<file path="src/rtl/tmc_pkg.sv">
/*
  Package of the timer-mode counter with auto-capture: register offsets,
  field positions, reset values and tick timing.
  Assumes a 40 MHz pclk and an APB master as the only software party.
*/
// Contract
// - Four modes exist; only timer mode behaviour is built here.
// - Counter increments once per selected source clock tick while started.
// - Counter equal to compare raises match interrupt and clears counter.
// - After the clear counting resumes from zero by itself.
// - Auto-capture enable set copies the running count to capture register.
// - Capture updates on source ticks; first value one tick after enabling.
// - Select 00 gives 128 or 244.14 us; 01 8.0 us; 10 0.5 us.
// - Compare loads at first tick after high byte write; low alone inert.
// - Processor stop mode clears start field to stop, halting counter.
package tmc_pkg;
  // ----------------------------------------
  // Register offsets
  // ----------------------------------------
  localparam logic [7:0] TMC_CTRL_OFF = 8'h00;
  localparam logic [7:0] TMC_CMPL_OFF = 8'h04;
  localparam logic [7:0] TMC_CMPH_OFF = 8'h08;
  localparam logic [7:0] TMC_CAPT_OFF = 8'h0c;
  localparam logic [7:0] TMC_STAT_OFF = 8'h10;
  // ----------------------------------------
  // Control fields
  // ----------------------------------------
  localparam int TMC_MODE_LSB = 0;
  localparam int TMC_CKSEL_LSB = 2;
  localparam int TMC_START_LSB = 4;
  localparam int TMC_ACAP_BIT = 6;
  localparam int TMC_TAP_BIT = 7;
  localparam logic [1:0] TMC_START_STOP = 2'h0;
  localparam logic [1:0] TMC_START_CMD = 2'h1;
  localparam logic [1:0] TMC_MODE_TIMER = 2'h0;
  localparam logic [7:0] TMC_CTRL_RST = 8'h00;
  localparam logic [15:0] TMC_CMP_RST = 16'hffff;
  // ----------------------------------------
  // Tick periods in nanoseconds and cycles
  // ----------------------------------------
  localparam int TMC_CLK_NS = 25;
  localparam real TMC_T00_NS = 128000.0;
  localparam real TMC_T00S_NS = 244140.0;
  localparam real TMC_T01_NS = 8000.0;
  localparam real TMC_T10_NS = 500.0;
  localparam int TMC_C00 = int'(TMC_T00_NS / TMC_CLK_NS);
  localparam int TMC_C00S = int'(TMC_T00S_NS / TMC_CLK_NS);
  localparam int TMC_C01 = int'(TMC_T01_NS / TMC_CLK_NS);
  localparam int TMC_C10 = int'(TMC_T10_NS / TMC_CLK_NS);
  localparam int TMC_DIV_W = 14;
endpackage : tmc_pkg

</file>
<file path="src/rtl/tmc_tick_if.sv">
/*
  Interface carrying the source tick from the divider to the timer core.
  Assumes both ends share pclk.
*/
`timescale 1ns/1ps
`default_nettype none
interface tmc_tick_if;
  logic [1:0] sel;
  logic tap;
  logic slow;
  logic tick;
  modport div (input sel, input tap, input slow, output tick);
  modport core (output sel, output tap, output slow, input tick);
endinterface : tmc_tick_if
`default_nettype wire

</file>
<file path="src/rtl/tmc_divider.sv">
/*
  Source clock divider: one-cycle tick per selected source period.
  Assumes pclk at 40 MHz.
*/
`timescale 1ns/1ps
`default_nettype none
module tmc_divider
  import tmc_pkg::*;
#(
  parameter int C00 = TMC_C00,
  parameter int C00S = TMC_C00S,
  parameter int C01 = TMC_C01,
  parameter int C10 = TMC_C10
) (
  input wire logic pclk,
  input wire logic presetn,
  tmc_tick_if.div tk
);
  typedef struct packed {
    logic [TMC_DIV_W-1:0] cnt;
    logic tick;
  } tmc_div_t;
  tmc_div_t s_q;
  tmc_div_t s_d;
  logic [TMC_DIV_W-1:0] lim;
  // ----------------------------------------
  // Period select
  // ----------------------------------------
  always_comb begin
    case (tk.sel)
      2'h0: lim = (tk.tap || tk.slow) ? TMC_DIV_W'(C00S - 1) : TMC_DIV_W'(C00 - 1);
      2'h1: lim = TMC_DIV_W'(C01 - 1);
      2'h2: lim = TMC_DIV_W'(C10 - 1);
      default: lim = '1;
    endcase
  end
  always_comb begin
    s_d = s_q;
    s_d.tick = 1'b0;
    if (s_q.cnt >= lim) begin
      s_d.cnt = '0;
      s_d.tick = 1'b1;
    end else begin
      s_d.cnt = s_q.cnt + 1'b1;
    end
  end
  always_ff @(posedge pclk or negedge presetn) begin
    if (!presetn) begin
      s_q <= '0;
    end else begin
      s_q <= s_d;
    end
  end
  assign tk.tick = s_q.tick;
endmodule : tmc_divider
`default_nettype wire

</file>
<file path="src/rtl/tmc_timer.sv">
/*
  Timer-mode 16-bit up-counter with compare match and auto-capture,
  registers over APB. Assumes an APB master on pclk; stop_mode_entry is a
  level from the same clock domain.
*/
// Chosen here: the register addresses and register access over APB.
`timescale 1ns/1ps
`default_nettype none
module tmc_timer
  import tmc_pkg::*;
#(
  parameter int C00 = TMC_C00,
  parameter int C00S = TMC_C00S
) (
  input wire logic pclk,
  input wire logic presetn,
  input wire logic psel,
  input wire logic penable,
  input wire logic pwrite,
  input wire logic [7:0] paddr,
  input wire logic [31:0] pwdata,
  output logic [31:0] prdata,
  output logic pready,
  output logic pslverr,
  input wire logic slow_mode,
  input wire logic stop_mode_entry,
  output logic match_interrupt
);
  typedef struct packed {
    logic [7:0] ctrl;
    logic [7:0] cmp_lo;
    logic [15:0] cmp_shadow;
    logic cmp_pend;
    logic [15:0] cmp;
    logic [15:0] cnt;
    logic [15:0] capt;
    logic irq;
    logic [31:0] rdata;
  } tmc_state_t;
  tmc_state_t s_q;
  tmc_state_t s_d;
  tmc_tick_if tk ();
  logic wr;
  logic rd;
  logic started;
  logic mapped;
  tmc_divider #(.C00(C00), .C00S(C00S)) u_div (
    .pclk(pclk),
    .presetn(presetn),
    .tk(tk)
  );
  // ----------------------------------------
  // Bus decode
  // ----------------------------------------
  assign wr = psel && penable && pwrite;
  // Read decoded in setup phase, data registered for the access phase
  assign rd = psel && !penable && !pwrite;
  assign mapped = paddr inside {TMC_CTRL_OFF, TMC_CMPL_OFF, TMC_CMPH_OFF, TMC_CAPT_OFF, TMC_STAT_OFF};
  assign started = s_q.ctrl[TMC_START_LSB +: 2] == TMC_START_CMD &&
                   s_q.ctrl[TMC_MODE_LSB +: 2] == TMC_MODE_TIMER;
  assign tk.sel = s_q.ctrl[TMC_CKSEL_LSB +: 2];
  assign tk.tap = s_q.ctrl[TMC_TAP_BIT];
  assign tk.slow = slow_mode;
  // ----------------------------------------
  // Next state
  // ----------------------------------------
  always_comb begin
    s_d = s_q;
    s_d.irq = 1'b0;
    if (wr && paddr == TMC_CTRL_OFF) begin
      s_d.ctrl = pwdata[7:0];
    end
    if (wr && paddr == TMC_CMPL_OFF) begin
      s_d.cmp_lo = pwdata[7:0];
    end
    if (wr && paddr == TMC_CMPH_OFF) begin
      s_d.cmp_shadow = {pwdata[7:0], s_q.cmp_lo};
      s_d.cmp_pend = 1'b1;
    end
    if (tk.tick && s_q.cmp_pend) begin
      s_d.cmp = s_q.cmp_shadow;
      s_d.cmp_pend = wr && paddr == TMC_CMPH_OFF;
    end
    if (!started) begin
      s_d.cnt = '0;
    end else if (tk.tick) begin
      if (s_q.cnt == s_q.cmp) begin
        s_d.cnt = '0;
        s_d.irq = 1'b1;
      end else begin
        s_d.cnt = s_q.cnt + 16'h0001;
      end
      if (s_q.ctrl[TMC_ACAP_BIT]) begin
        s_d.capt = s_q.cnt;
      end
    end
    if (stop_mode_entry) begin
      s_d.ctrl[TMC_START_LSB +: 2] = TMC_START_STOP;
    end
    s_d.rdata = '0;
    if (rd) begin
      case (paddr)
        TMC_CTRL_OFF: s_d.rdata = {24'h000000, s_q.ctrl};
        TMC_CMPL_OFF: s_d.rdata = {24'h000000, s_q.cmp[7:0]};
        TMC_CMPH_OFF: s_d.rdata = {24'h000000, s_q.cmp[15:8]};
        TMC_CAPT_OFF: s_d.rdata = {16'h0000, s_q.capt};
        TMC_STAT_OFF: s_d.rdata = {16'h0000, s_q.cnt};
        default: s_d.rdata = '0;
      endcase
    end
  end
  always_ff @(posedge pclk or negedge presetn) begin
    if (!presetn) begin
      s_q <= '{ctrl: TMC_CTRL_RST, cmp_lo: 8'h00, cmp_shadow: TMC_CMP_RST, cmp_pend: 1'b0,
               cmp: TMC_CMP_RST, cnt: 16'h0000, capt: 16'h0000, irq: 1'b0, rdata: 32'h00000000};
    end else begin
      s_q <= s_d;
    end
  end
  // ----------------------------------------
  // Outputs
  // ----------------------------------------
  assign pready = 1'b1;
  assign pslverr = psel && penable && !mapped;
  assign prdata = s_q.rdata;
  assign match_interrupt = s_q.irq;
endmodule : tmc_timer
`default_nettype wire

</file>
<file path="config.mk">
export PLATFORM = sky130hd
export DESIGN_NAME = tmc_timer
export DESIGN_NICKNAME = d
export VERILOG_FILES = /design/src/rtl/tmc_pkg.sv /design/src/rtl/tmc_tick_if.sv /design/src/rtl/tmc_divider.sv /design/src/rtl/tmc_timer.sv
export SDC_FILE = /design/constraint.sdc
export NUM_CORES = 1
export LEC_CHECK = 0
export BUFFER_PORTS_ARGS = -buffer_cell sky130_fd_sc_hd__buf_2
export CAP_MARGIN = 20
export CORE_UTILIZATION = 52
export DETAILED_ROUTE_END_ITERATION = 16
export PLACE_DENSITY = 0.86
export SYNTH_ARGS = -nofsm -noshare
export SYNTH_HDL_FRONTEND = slang
export SYNTH_SLANG_ARGS = --single-unit
</file>
<file path="constraint.sdc">
create_clock -name pclk -period 2.5 [get_ports pclk]
set_input_delay 0.125 -clock pclk [delete_from_list [all_inputs] [get_ports pclk]]
set_output_delay 0.125 -clock pclk [all_outputs]
set_load 0.005 [all_outputs]
</file>
# == After elaboration in Yosys (flattened, before gate mapping) ==
# Index checks and enable logic that the tools add are counted.
# classes
reduce_logical,21
addsub,2
order_cmp,1
n_eq_ne,9
n_mux,16
# op_table
op,n
case mux 16 bit (5 select lines),1
2-to-1 mux 16 bit,4
case mux 14 bit (3 select lines),1
2-to-1 mux 33 bit,1
2-to-1 mux 14 bit,2
2-to-1 mux 17 bit,1
adder 16 x 1 -> 16 bit (second input constant),1
== test 16 bit,1
== test 8 x 4 -> 1 bit (second input constant),2
adder 14 x 1 -> 14 bit (second input constant),1
>= comparator 14 bit,1
logical AND 1 bit,10
== test 8 x 3 -> 1 bit (second input constant),1
== test 8 x 5 -> 1 bit (second input constant),1
logical NOT 8 bit,1
2-to-1 mux 6 bit,1
nonzero test 5 bit,1
== test 2 x 1 -> 1 bit (second input constant),2
logical NOT 2 bit,2
2-to-1 mux 1 bit,4
nonzero test 2 bit,2
logical NOT 1 bit,3
AND reduction 3 bit,1
== test 2 bit (second input constant),1
other kinds (3),3
# totals
input_bits,47
regBits,129
output_inout_bits,35
wordCells,61

# == Longest topological paths before layout ==
# Gate-level depths: netlist of the first run.
# logic_depth
ltp_word,5
mapped_depth,11

# == Cells and area by module ==
# From an unflattened synthesis of the first run, not the netlist that was laid out.
# hier_totals
hier_cells,524
hier_area_um2,5894.4
# modules_own_cells
module,cells_per_inst,n_inst,seq_area_each_um2,area_per_inst_um2
tmc_timer,416,1,2492.4,4829.6
tmc_divider,108,1,375.4,1064.8

# == Worst setup path after synthesis of the first run ==
# Ideal clock, no wire load.
# synth_timing
kind,register -> register
from,register s_q[108] (netlist name)
to,register u_div.s_q[10] (netlist name)
synth_period_minus_slack_ns,2.712
stages_incl_launch_ff,11
arrival_ns,2.576
required_ns,2.364
setup_time_ns,0.136
setup_slack_ns,-0.212
cell_sequence,dfrtp_1 -> inv_1 -> ha_1 -> a211oi_1 -> ha_1 -> a21o_1 -> a21oi_1 -> maj3_1 -> a221oi_1 -> clkbuf_1 -> nor3_1
# synth_rtl
item,line,rtl
start: declaration,tmc_timer.sv:40,tmc_state_t s_q;
start signal: assignment,tmc_timer.sv:114,"s_q <= '{ctrl: TMC_CTRL_RST, cmp_lo: 8'h00, cmp_shadow: TMC_CMP_RST, cmp_pend: 1'b0,"
end signal: assignment,tmc_divider.sv:49,s_q <= '0;
end signal: assignment,tmc_divider.sv:51,s_q <= s_d;
end: declaration,tmc_divider.sv:23,tmc_div_t s_q;

==> results of run 1 <==
==> final cells by class <==
| class | instances | area share |
|---|---|---|
| well taps | 140 | 0.0252 |
| clock inverters | 10 | 0.0226 |
| flip-flops and latches | 113 | 0.412 |
| clock buffers | 22 | 0.0665 |
| inverters | 10 | 0.00539 |
| multi-input cells | 362 | 0.399 |
| repair buffers | 70 | 0.0694 |
==> cells by family (layout without fill, tap and decap cells) <==
group	count (synthesis)	after routing
simple gates	151	151
flops	113	113
mux	79	79
compound gates	70	70
buf+inv	70	112
xor+xnor	27	27
fa+ha+maj	18	18
other cells	2	17
==> where the power goes <==
group	switching (mW)	leakage [nW]	total (mW)	internal, mW
sequential	0.0870	1.45	1.99	1.90
clock	0.842	0.297	2.53	1.69
combinational	0.266	1.57	0.479	0.213
==> flip-flops by register name, indices dropped and copies added (netlist names) <==
signal and cells:
s_q 81, prdata 16, u_div.s_q 14, match_interrupt 1, u_div.tk.tick 1
==> per-layer routing <==
layer | vias to the layer above | share of wire | GRT usage
li1 | 1932 | - | -
met2 | 234 | 0.52 | 0.422
met1 | 2171 | 0.39 | 0.296
met4 | 0 | 0.032 | 0.120
met3 | 53 | 0.065 | 0.0645
met5 | - | 0 | 0
==> cells in the final DEF, fill, tap and decap left out, types with 10 or more instances in the layout <==
cell,instances
o21ai_0,17
buf_2,39
nand2_1,35
xor2_1,24
nor2_1,28
dfrtp_1,81
clkbuf_16,16
conb_1,17
buf_4,15
mux2_2,57
dfstp_2,32
nand3_1,20
mux2i_1,13
ha_1,13
a22oi_1,15
dlygate4sd3_1,11
a31oi_1,10
==> worst max-delay path, cell delays in order, from the launching register on <==
cell,delay (ns)
dfrtp_1,0.40
inv_2,0.09
ha_4,0.21
a211oi_4,0.27
ha_2,0.23
a21o_1,0.11
a21oi_2,0.07
maj3_2,0.36
a221oi_4,0.38
buf_6,0.21
nor3_4,0.06
==> per-stage QoR <==
stage	hold slack (ns)	setup WS [ns]	total power, mW
final	0.0794	-0.0202	5.00
after CTS	0.0594	0.0126	4.94
after floorplan	-0.171	0.0450	2.25
after global routing	0.100	-0.0990	5.16
after detailed placement	0.286	-0.112	2.37
after global placement	0.267	0.0674	2.34
==> worst max-delay path by stage <==
stage / from / end / slack, ns / cells after the start
after floorplan: s_q[108] / u_div.s_q[10] / 0.04 / 11
after global placement: s_q[108] / u_div.s_q[14] / 0.07 / 11
after detailed placement: s_q[108] / u_div.s_q[14] / -0.11 / 11
after CTS: s_q[108] / u_div.s_q[14] / 0.01 / 11
after global routing: s_q[108] / u_div.s_q[4] / -0.1 / 11
final: s_q[108] / u_div.s_q[4] / -0.02 / 10
==> what timing repair did <==
| item | 4_1_cts | 5_1_grt |
|---|---|---|
| setup endpoints to repair | 15 | 15 |
| hold buffers | 11 | 0 |
| gates resized for setup | 11 | 21 |
| cloned | 1 | 0 |
| hold endpoints to repair | 72 | 0 |
| buffers inserted | 0 | 4 |
| pin swaps | 4 | 15 |
==> impl_results.md, run 1 <==
* Final hold violation count at 0
* Area occupied by multi-input gates at roughly 2800 sq um
* Cells after Synth at between 500 and 600
* Min Tclk post-route at ~2.5 ns
* CTS root buffer: clkbuf_8
* Post-synthesis sequential area ratio at 0.490
* Total wire length at 14.0 mm
* RSZ-0062 raised after global routing: true
* Clk_skew at roughly 0.010 ns
* Num CTS Buffers at 17
* Port Buffers at 40
* Hold_sp: paddr[6]
* Maxcap violations at 0
* Final WS setup at -0.0202 ns
* DP Cell Count at 679
* Total global routing overflow at 0
* Via Count at 4390
* Top-count cell post-synth: dfrtp_1
* TNS Setup at -0.0311 ns
* Area contributors post-synth: dfrtp_1, dfstp_2, mux2_2, buf_4, xor2_1
* Share of cells above drive strength 1 at 0.353
* R2R Setup Slk at -0.02 ns
* Violated checks: setup timing
* Final core occ at 0.639
* H-tree Lvls at 4
* Cell area after layout at around 7000 sq um
* Async S/R FF share, synth at 1.00
* Core area at approximately 11000 sq um
* # nets final at 637
* Die H at roughly 110 microns
* Finished Layout Cells at between 700 and 800
* Seq cells post-synth at 113
* XOR/XNOR share of the synthesized area at 0.0404
* Synth warnings at 0
* Maximum clock frequency at 0.397 GHz
* Adder-cell area share of the yosys netlist at 0.0376
* Skew-Pair Late Insertion Delay at 0.53 ns
* Syn avg cell area at 11.0 sq um
* Post-synth EDFFs at 0
* Final setup violation count at 4
* Largest net degree at the start of global routing at 68
* Total DRC errors in the routed layout at 0
* CP Max Fanout at 7
* Clock transition at the registers of the reported paths at about 0.050 ns
* Full die area at 11700 sq um
* Share of the synthesized area in the top cell type at 0.346
* Clock Path Buffers at 2
* Post-synthesis mux area share at 0.149
* Width of the die at roughly 110 microns
* Status: finished, violations left
* Power Dens Cells at 719 nW/um^2
* Avg WL per Cell at 19.2 microns
* Largest family of logic cells by synthesized area: multiplexers
* Setup crit start kind: register
* Hold Crit Depth at 4
* Crit Path Class: reg2reg
* Final HPWL DP at 8.50 mm
* Leak Pwr at 3.32 nW
* Drt pass-1 iters at 6
* CP required at 2.89 ns
* GRT Util Overall at 0.250
* CTS sink count at ~110
* Count of different cell masters after synthesis at 56
* Hold path endpoint: prdata[7]
* Top FF cell, synth: dfrtp_1
* Reg area at 2870 sq um
* I/O pin total at 82
* Via-to-Cell Ratio at between 6 and 7
* Synth Area in Simple Gates at 0.131
* Initial antenna violation count at 0
* Number of global-route vias before repair at 4442
* Hold Path Class: in2reg
* Initial core utilization at 0.538
* Tightest Pin Transition at 0.858 ns
* Peak supply drop at 0.509 mV
* Synth area leader: dfrtp_1
* Post-synthesis cell area at 5850 sq um
* Final period util at 1.01
* Synth Area in Compound Gates at 0.0812
* Reg2reg path depth at 10
* DP Area at roughly 6100 sq um
* CP arrival at 2.91 ns
* Worst slew margin at 0.428
* Synth-to-layout area growth at 18.9%
* Synth top cells by count: dfrtp_1, mux2_2, buf_4, nand2_1, dfstp_2
* First-pass GRT wire length at 22.0 mm
* Drt first-iter violations at 287
* RR Endpoint: u_div.s_q[4]
* Ant diodes at 0
* Row count at 38
* Slew Limit Fails at 0
* Worst r2r src: s_q[108]
* Detail Route Antenna Nets at 0
* CTS tree: built
* Worst Setup End Kind: register
* GP Congestion at 0.838
* Fillers at 787
Power figures use the tool's default switching activity.
==> inputs of run 2 (changes only) <==
--- a/config.mk
+++ b/config.mk
@@ -6,10 +6,11 @@
 export NUM_CORES = 1
 export LEC_CHECK = 0
 export BUFFER_PORTS_ARGS = -buffer_cell sky130_fd_sc_hd__buf_2
-export CAP_MARGIN = 20
+export CAP_MARGIN = 40
 export CORE_UTILIZATION = 52
 export DETAILED_ROUTE_END_ITERATION = 16
 export PLACE_DENSITY = 0.86
+export REMOVE_ABC_BUFFERS = 1
 export SYNTH_ARGS = -nofsm -noshare
 export SYNTH_HDL_FRONTEND = slang
 export SYNTH_SLANG_ARGS = --single-unit
==> run 2 against run 1 <==
The run now ends clean. Critical endpoint is now u_div.s_q[8]. Design area rose by 0.72%. Clock-buffer cell count fell by 1. Sequential share of layout area fell by 0.29 points.
==> impl_results.md, run 2 (synthesis results as in run 1) <==
* DP Cell Count at 690
* Number of global-route vias before repair at between 4000 and 5000
* Via-to-Cell Ratio at 5.95
* Drt first-iter violations at 361
* Power Dens Cells at 728 nW/um^2
* Clk_skew at a little over 0.007 ns
* Reg2reg path depth at 11
* Share of cells above drive strength 1 at 0.359
* GRT Util Overall at 0.242
* Largest Register: s_q
* Total DRC errors in the routed layout at 0
* CP required at 2.93 ns
* Die H at 108 microns
* Commonest non-fill, non-tap cell in the layout: dfrtp_1
* R2R Setup Slk at 0.008 ns
* Final hold violation count at 0
* RR Endpoint: u_div.s_q[8]
* Core area at between 10000 and 15000 sq um
* TNS Setup at 0 ns
* Detail Route Antenna Nets at 0
* Clock transition at the registers of the reported paths at 0.05 ns
* Status: complete, no violations
* Final WS setup at between 0.007 and 0.008 ns
* Clock Path Buffers at 2
* # nets final at between 600 and 700
* CP arrival at 2.92 ns
* Slew Limit Fails at 0
* Finished Layout Cells at 733
* CTS tree: built
* Initial antenna violation count at 0
* Max FFs per register at 81
* Post-CTS Setup Inserts at 0
* Peak supply drop at 0.374 mV
* Drt pass-1 iters at 6
* GP Congestion at 0.841
* Cell area after layout at 7010 sq um
* Hold_sp: paddr[6]
* Crit path cell chain: inv_2 > ha_4 > nor2_2 > a21oi_2 > ha_1 > a21oi_1 > nand2_1 > a221o_1 > a21o_1 > buf_6 > nor3_2
* Row count at 38
* Worst r2r src: s_q[108]
* Via Count at 4363
* Maxcap violations at 0
* Largest net degree at the start of global routing at 72
* Min Tclk post-route at 2.49 ns
* Synth-to-layout area growth at 19.8%
* DP Area at ~6100 sq um
* Critical Path Slowest Stage Cell: dfrtp_1
* CP Max Fanout at 8
* Avg WL per Cell at about 19 microns
* Hold Crit Depth at 4
* Initial core utilization at 0.538
* Hold Path Class: in2reg
* Total wire length at 13.7 mm
* Ant diodes at 0
* CTS sink count at 113
* Leak Pwr at 3.39 nW
* Most frequent cells in the layout: dfrtp_1, mux2_2, buf_2
* First-pass GRT wire length at 21.4 mm
* Worst Setup End Kind: register
* Worst slew margin at 0.478
* Total global routing overflow at 0
* Port Buffers at 40
* Final setup violation count at 0
* Crit Path Class: reg2reg
* Final HPWL DP at 8.65 mm
* RSZ-0062 raised after global routing: true
* Post-place setup slack at -0.131 ns
* Final period util at 0.997
* Width of the die at 108 microns
* Tightest Pin Transition at roughly 0.78 ns
* Hold path endpoint: prdata[7]
* Maximum clock frequency at 0.401 GHz
* H-tree Lvls at 4
* Crit-path max cell delay at 0.41 ns
* Full die area at 11700 sq um
* Skew-Pair Late Insertion Delay at 0.52 ns
* Num CTS Buffers at 17
* Setup crit start kind: register
* I/O pin total at 82
* CTS root buffer: clkbuf_8
[run 2: cell count changes in the layout (fill, tap and decap cells not counted), moves of 2 or more]
cell        change
clkbuf_8        -2
buf_6           -2
buf_4           +8
clkinvlp_4      -3
bufinv_16       +2
[run 2: stage by stage]
step,utilization,hold slack (ns),total power [mW]
after floorplan,-,-0.171,2.22
after global placement,0.562,0.136,2.35
after detailed placement,0.562,0.148,2.38
after CTS,0.635,0.0901,5.06
after global routing,0.644,0.128,5.28
final,0.644,0.125,5.10
[run 2: report_power, final]
part / internal [mW] / switching, mW
Sequential: 1.91 / 0.0931
Clock: 1.84 / 0.817
Combinational: 0.208 / 0.242
Total: 3.95 / 1.15
[run 2: area by class of cell]
class | count | area [sq um]
Multi-Input combinational cell | 362 | 2760
Inverter | 10 | 37.5
Clock inverter | 11 | 209
Timing Repair Buffer | 76 | 520
Sequential cell | 113 | 2870
Tap cell | 140 | 175
Clock buffer | 21 | 439
Fill cell | 780 | 3880
[run 2: worst max path at each step]
stage	from	to	cells past startpoint
after floorplan	s_q[108]	u_div.tk.tick	9
after global placement	s_q[108]	u_div.s_q[1]	10
after detailed placement	s_q[108]	u_div.s_q[8]	11
after CTS	s_q[109]	u_div.s_q[8]	10
after global routing	s_q[108]	u_div.tk.tick	11
final	s_q[108]	u_div.s_q[8]	11
[run 2: critical path, delay by kind of cell, from the launching register on]
| kind | cells | cell delay, ns |
|---|---|---|
| AO/OA/AOI/OAI | 4 | 0.78 |
| adder cells (fa/ha/maj) | 2 | 0.56 |
| buffers and inverters | 2 | 0.27 |
| flip-flops | 1 | 0.41 |
| AND/OR/NAND/NOR | 3 | 0.39 |
[run 2: what timing repair did]
| action | in CTS | in global routing |
|---|---|---|
| endpoints found under the setup margin | 14 | 14 |
| hold buffers | 11 | 0 |
| endpoints found under the hold margin | 66 | 0 |
| pin swaps | 0 | 6 |
| cloned | 0 | 0 |
| resized for setup | 5 | 24 |
[run 2: layer usage]
layer	vias up	global-route usage	share of wire
met1	2188	0.301	0.40
met2	201	0.393	0.50
met5	-	0	0
met3	35	0.0542	0.064
met4	0	0.133	0.032
li1	1939	-	-
==> inputs of run 3 (changes only) <==
--- a/config.mk
+++ b/config.mk
@@ -7,7 +7,9 @@
 export LEC_CHECK = 0
 export BUFFER_PORTS_ARGS = -buffer_cell sky130_fd_sc_hd__buf_2
 export CAP_MARGIN = 40
-export CORE_UTILIZATION = 52
+export CELL_PAD_IN_SITES_DETAIL_PLACEMENT = 1
+export CELL_PAD_IN_SITES_GLOBAL_PLACEMENT = 2
+export CORE_UTILIZATION = 34
 export DETAILED_ROUTE_END_ITERATION = 16
 export PLACE_DENSITY = 0.86
 export REMOVE_ABC_BUFFERS = 1
==> run 3 against run 2 <==
The flow now finishes with violations (setup timing). First-iteration DRC count shrank 41%. Clock power shrank 17%. Routed wire length grew 13%. Final cell count grew 12%. Register-to-register slack lost 0.02 ns. Fmax shrank 0.69%. Total power shrank 8.2%. Sequential share of layout area shrank 0.54 points. Largest cell class unchanged.
==> impl_results.md, run 3 (synthesis results as in run 1) <==
* Detail Route Antenna Nets at 0
* TNS Setup at -0.0436 ns
* Final hold violation count at 0
* Core area at 16700 sq um
* Metal-1 WL at 6.80 mm
* Worst Setup End Kind: register
* CP required at 2.80 ns
* CTS tree: built
* Full die area at approximately 18000 sq um
* Avg WL per Cell at 18.8 microns
* Reg area at 2870 sq um
* Worst slew margin at 0.489
* Maximum clock frequency at 0.398 GHz
* CTS sink count at 113
* H-tree Lvls at 4
* CTS root buffer: clkbuf_16
* Area occupied by multi-input gates at 2800 sq um
* I/O pin total at 82
* Leak Pwr at 3.37 nW
* Most frequent cells in the layout: dfrtp_1, mux2_2, buf_2
* Width of the die at 133 microns
* Final HPWL DP at 10.4 mm
* Total wire length at roughly 15 mm
* Largest net degree at the start of global routing at 62
* Slew Limit Fails at 0
* Final setup violation count at 7
* Crit Path Class: reg2reg
* Violated checks: setup timing
* Setup crit start kind: register
* # nets final at around 650
* DR WL met3 at 470 microns
* CP arrival at ~2.8 ns
* Max FFs per register at 81
* Synth-to-layout area growth at 21.4%
* Finished Layout Cells at 818
* Maxcap violations at 0
* Die H at approximately 130 microns
* Skew-Pair Late Insertion Delay at between 0.4 and 0.5 ns
* Share of cells above drive strength 1 at 0.373
* DP Cell Count at between 700 and 800
* GP Congestion at 0.797
* Port Buffers at 40
* Highest Signal Layer: met4
* Power Dens Cells at 659 nW/um^2
* Critical Path Slowest Stage Cell: dfrtp_1
* Ant diodes at 0
* Initial antenna violation count at 0
* Total global routing overflow at 0
* Drt first-iter violations at 213
* Drt pass-1 iters at 4
* WL met2 at 7.65 mm
* Initial core utilization at 0.350
* CP Max Fanout at 7
* Peak supply drop at 0.467 mV
* Number of global-route vias before repair at 4732
* Clock Path Buffers at 2
* Tightest Pin Transition at 0.765 ns
* Total DRC errors in the routed layout at 0
* Status: finished, violations left
* Clock transition at the registers of the reported paths at around 0.050 ns
* Crit-path max cell delay at 0.39 ns
* Hold Path Class: in2reg
* Largest Register: s_q
* Min Tclk post-route at about 2.5 ns
* Most frequent CP cell: ha_2
* Num CTS Buffers at 17
* Fillers at 1835
* Via-to-Cell Ratio at 5.27
* Crit path cell chain: buf_4 > ha_2 > a211oi_2 > ha_2 > a21o_1 > a21oi_1 > maj3_2 > a221oi_4 > buf_6 > nor3_2
* Final period util at 1.00
* Row count at 47
* Commonest non-fill, non-tap cell in the layout: dfrtp_1
* GRT Util Overall at 0.182
* First-pass GRT wire length at 25.0 mm
* Final WS setup at -0.00968 ns
* Via Count at around 4300
* Clk_skew at 0.00776 ns
## run 3: cell types whose count changed in the layout (fill, tap and decap cells not counted), sizes merged
cell and change:
clkinvlp +4, inv +3, clkbuf -3, clkinv +2, bufinv -6, buf +5
## run 3: layout make-up
| class | instances | area share |
|---|---|---|
| well taps | 220 | 0.0387 |
| repair buffers | 81 | 0.0803 |
| multi-input cells | 362 | 0.395 |
| inverters | 10 | 0.00528 |
| clock buffers | 18 | 0.0618 |
| flip-flops and latches | 113 | 0.404 |
| clock inverters | 14 | 0.0155 |
## run 3: per-stage QoR
step	utilization	hold WS, ns	total power [mW]	worst slack [ns]	area (sq um)
final	0.425	0.184	4.69	-0.00968	7100
after global routing	0.425	0.231	4.88	-0.107	7100
after CTS	0.416	0.147	4.66	-0.00583	6950
after detailed placement	0.374	0.154	2.40	-0.108	6250
after global placement	0.374	0.148	2.36	-0.00896	6250
after floorplan	-	-0.171	2.22	-0.472	5540
## run 3: repair_timing
item	CTS	global route
setup endpoints to repair	15	15
buffers inserted	1	1
hold buffers	11	0
pin swaps	2	6
resized for setup	10	27
hold endpoints to repair	60	0
gates cloned	1	0
## run 3: where the power goes
part,internal (mW),switching (mW)
registers,1.90,0.0908
clock network,1.30,0.916
logic,0.211,0.263
## run 3: layer usage
metal	vias up	track usage
met5	-	0
met4	0	0.0947
met3	36	0.0335
met2	103	0.306
met1	2207	0.224
li1	1963	-
## run 3: worst max-delay path, delay by kind of cell, from the launching register on
family | cells | cell delay [ns]
DFF | 1 | 0.39
adders and majority gates | 3 | 0.78
buffers and inverters | 2 | 0.37
AOI/OAI and AO/OA | 4 | 0.80
and+or+nand+nor | 1 | 0.06
## run 3: worst paths after layout
check,start,endpoint,slack (ns),depth (start not counted)
hold reg to reg,s_q[81],s_q[81],0.48,1
hold / removal,paddr[3],prdata[7],0.18,4
setup / recovery,s_q[108],u_div.s_q[5],-0.01,10
min in group asynchronous,presetn,s_q[56],0.24,2
max in group asynchronous,presetn,s_q[86],1.50,3
setup reg to reg,s_q[108],u_div.s_q[5],-0.01,10
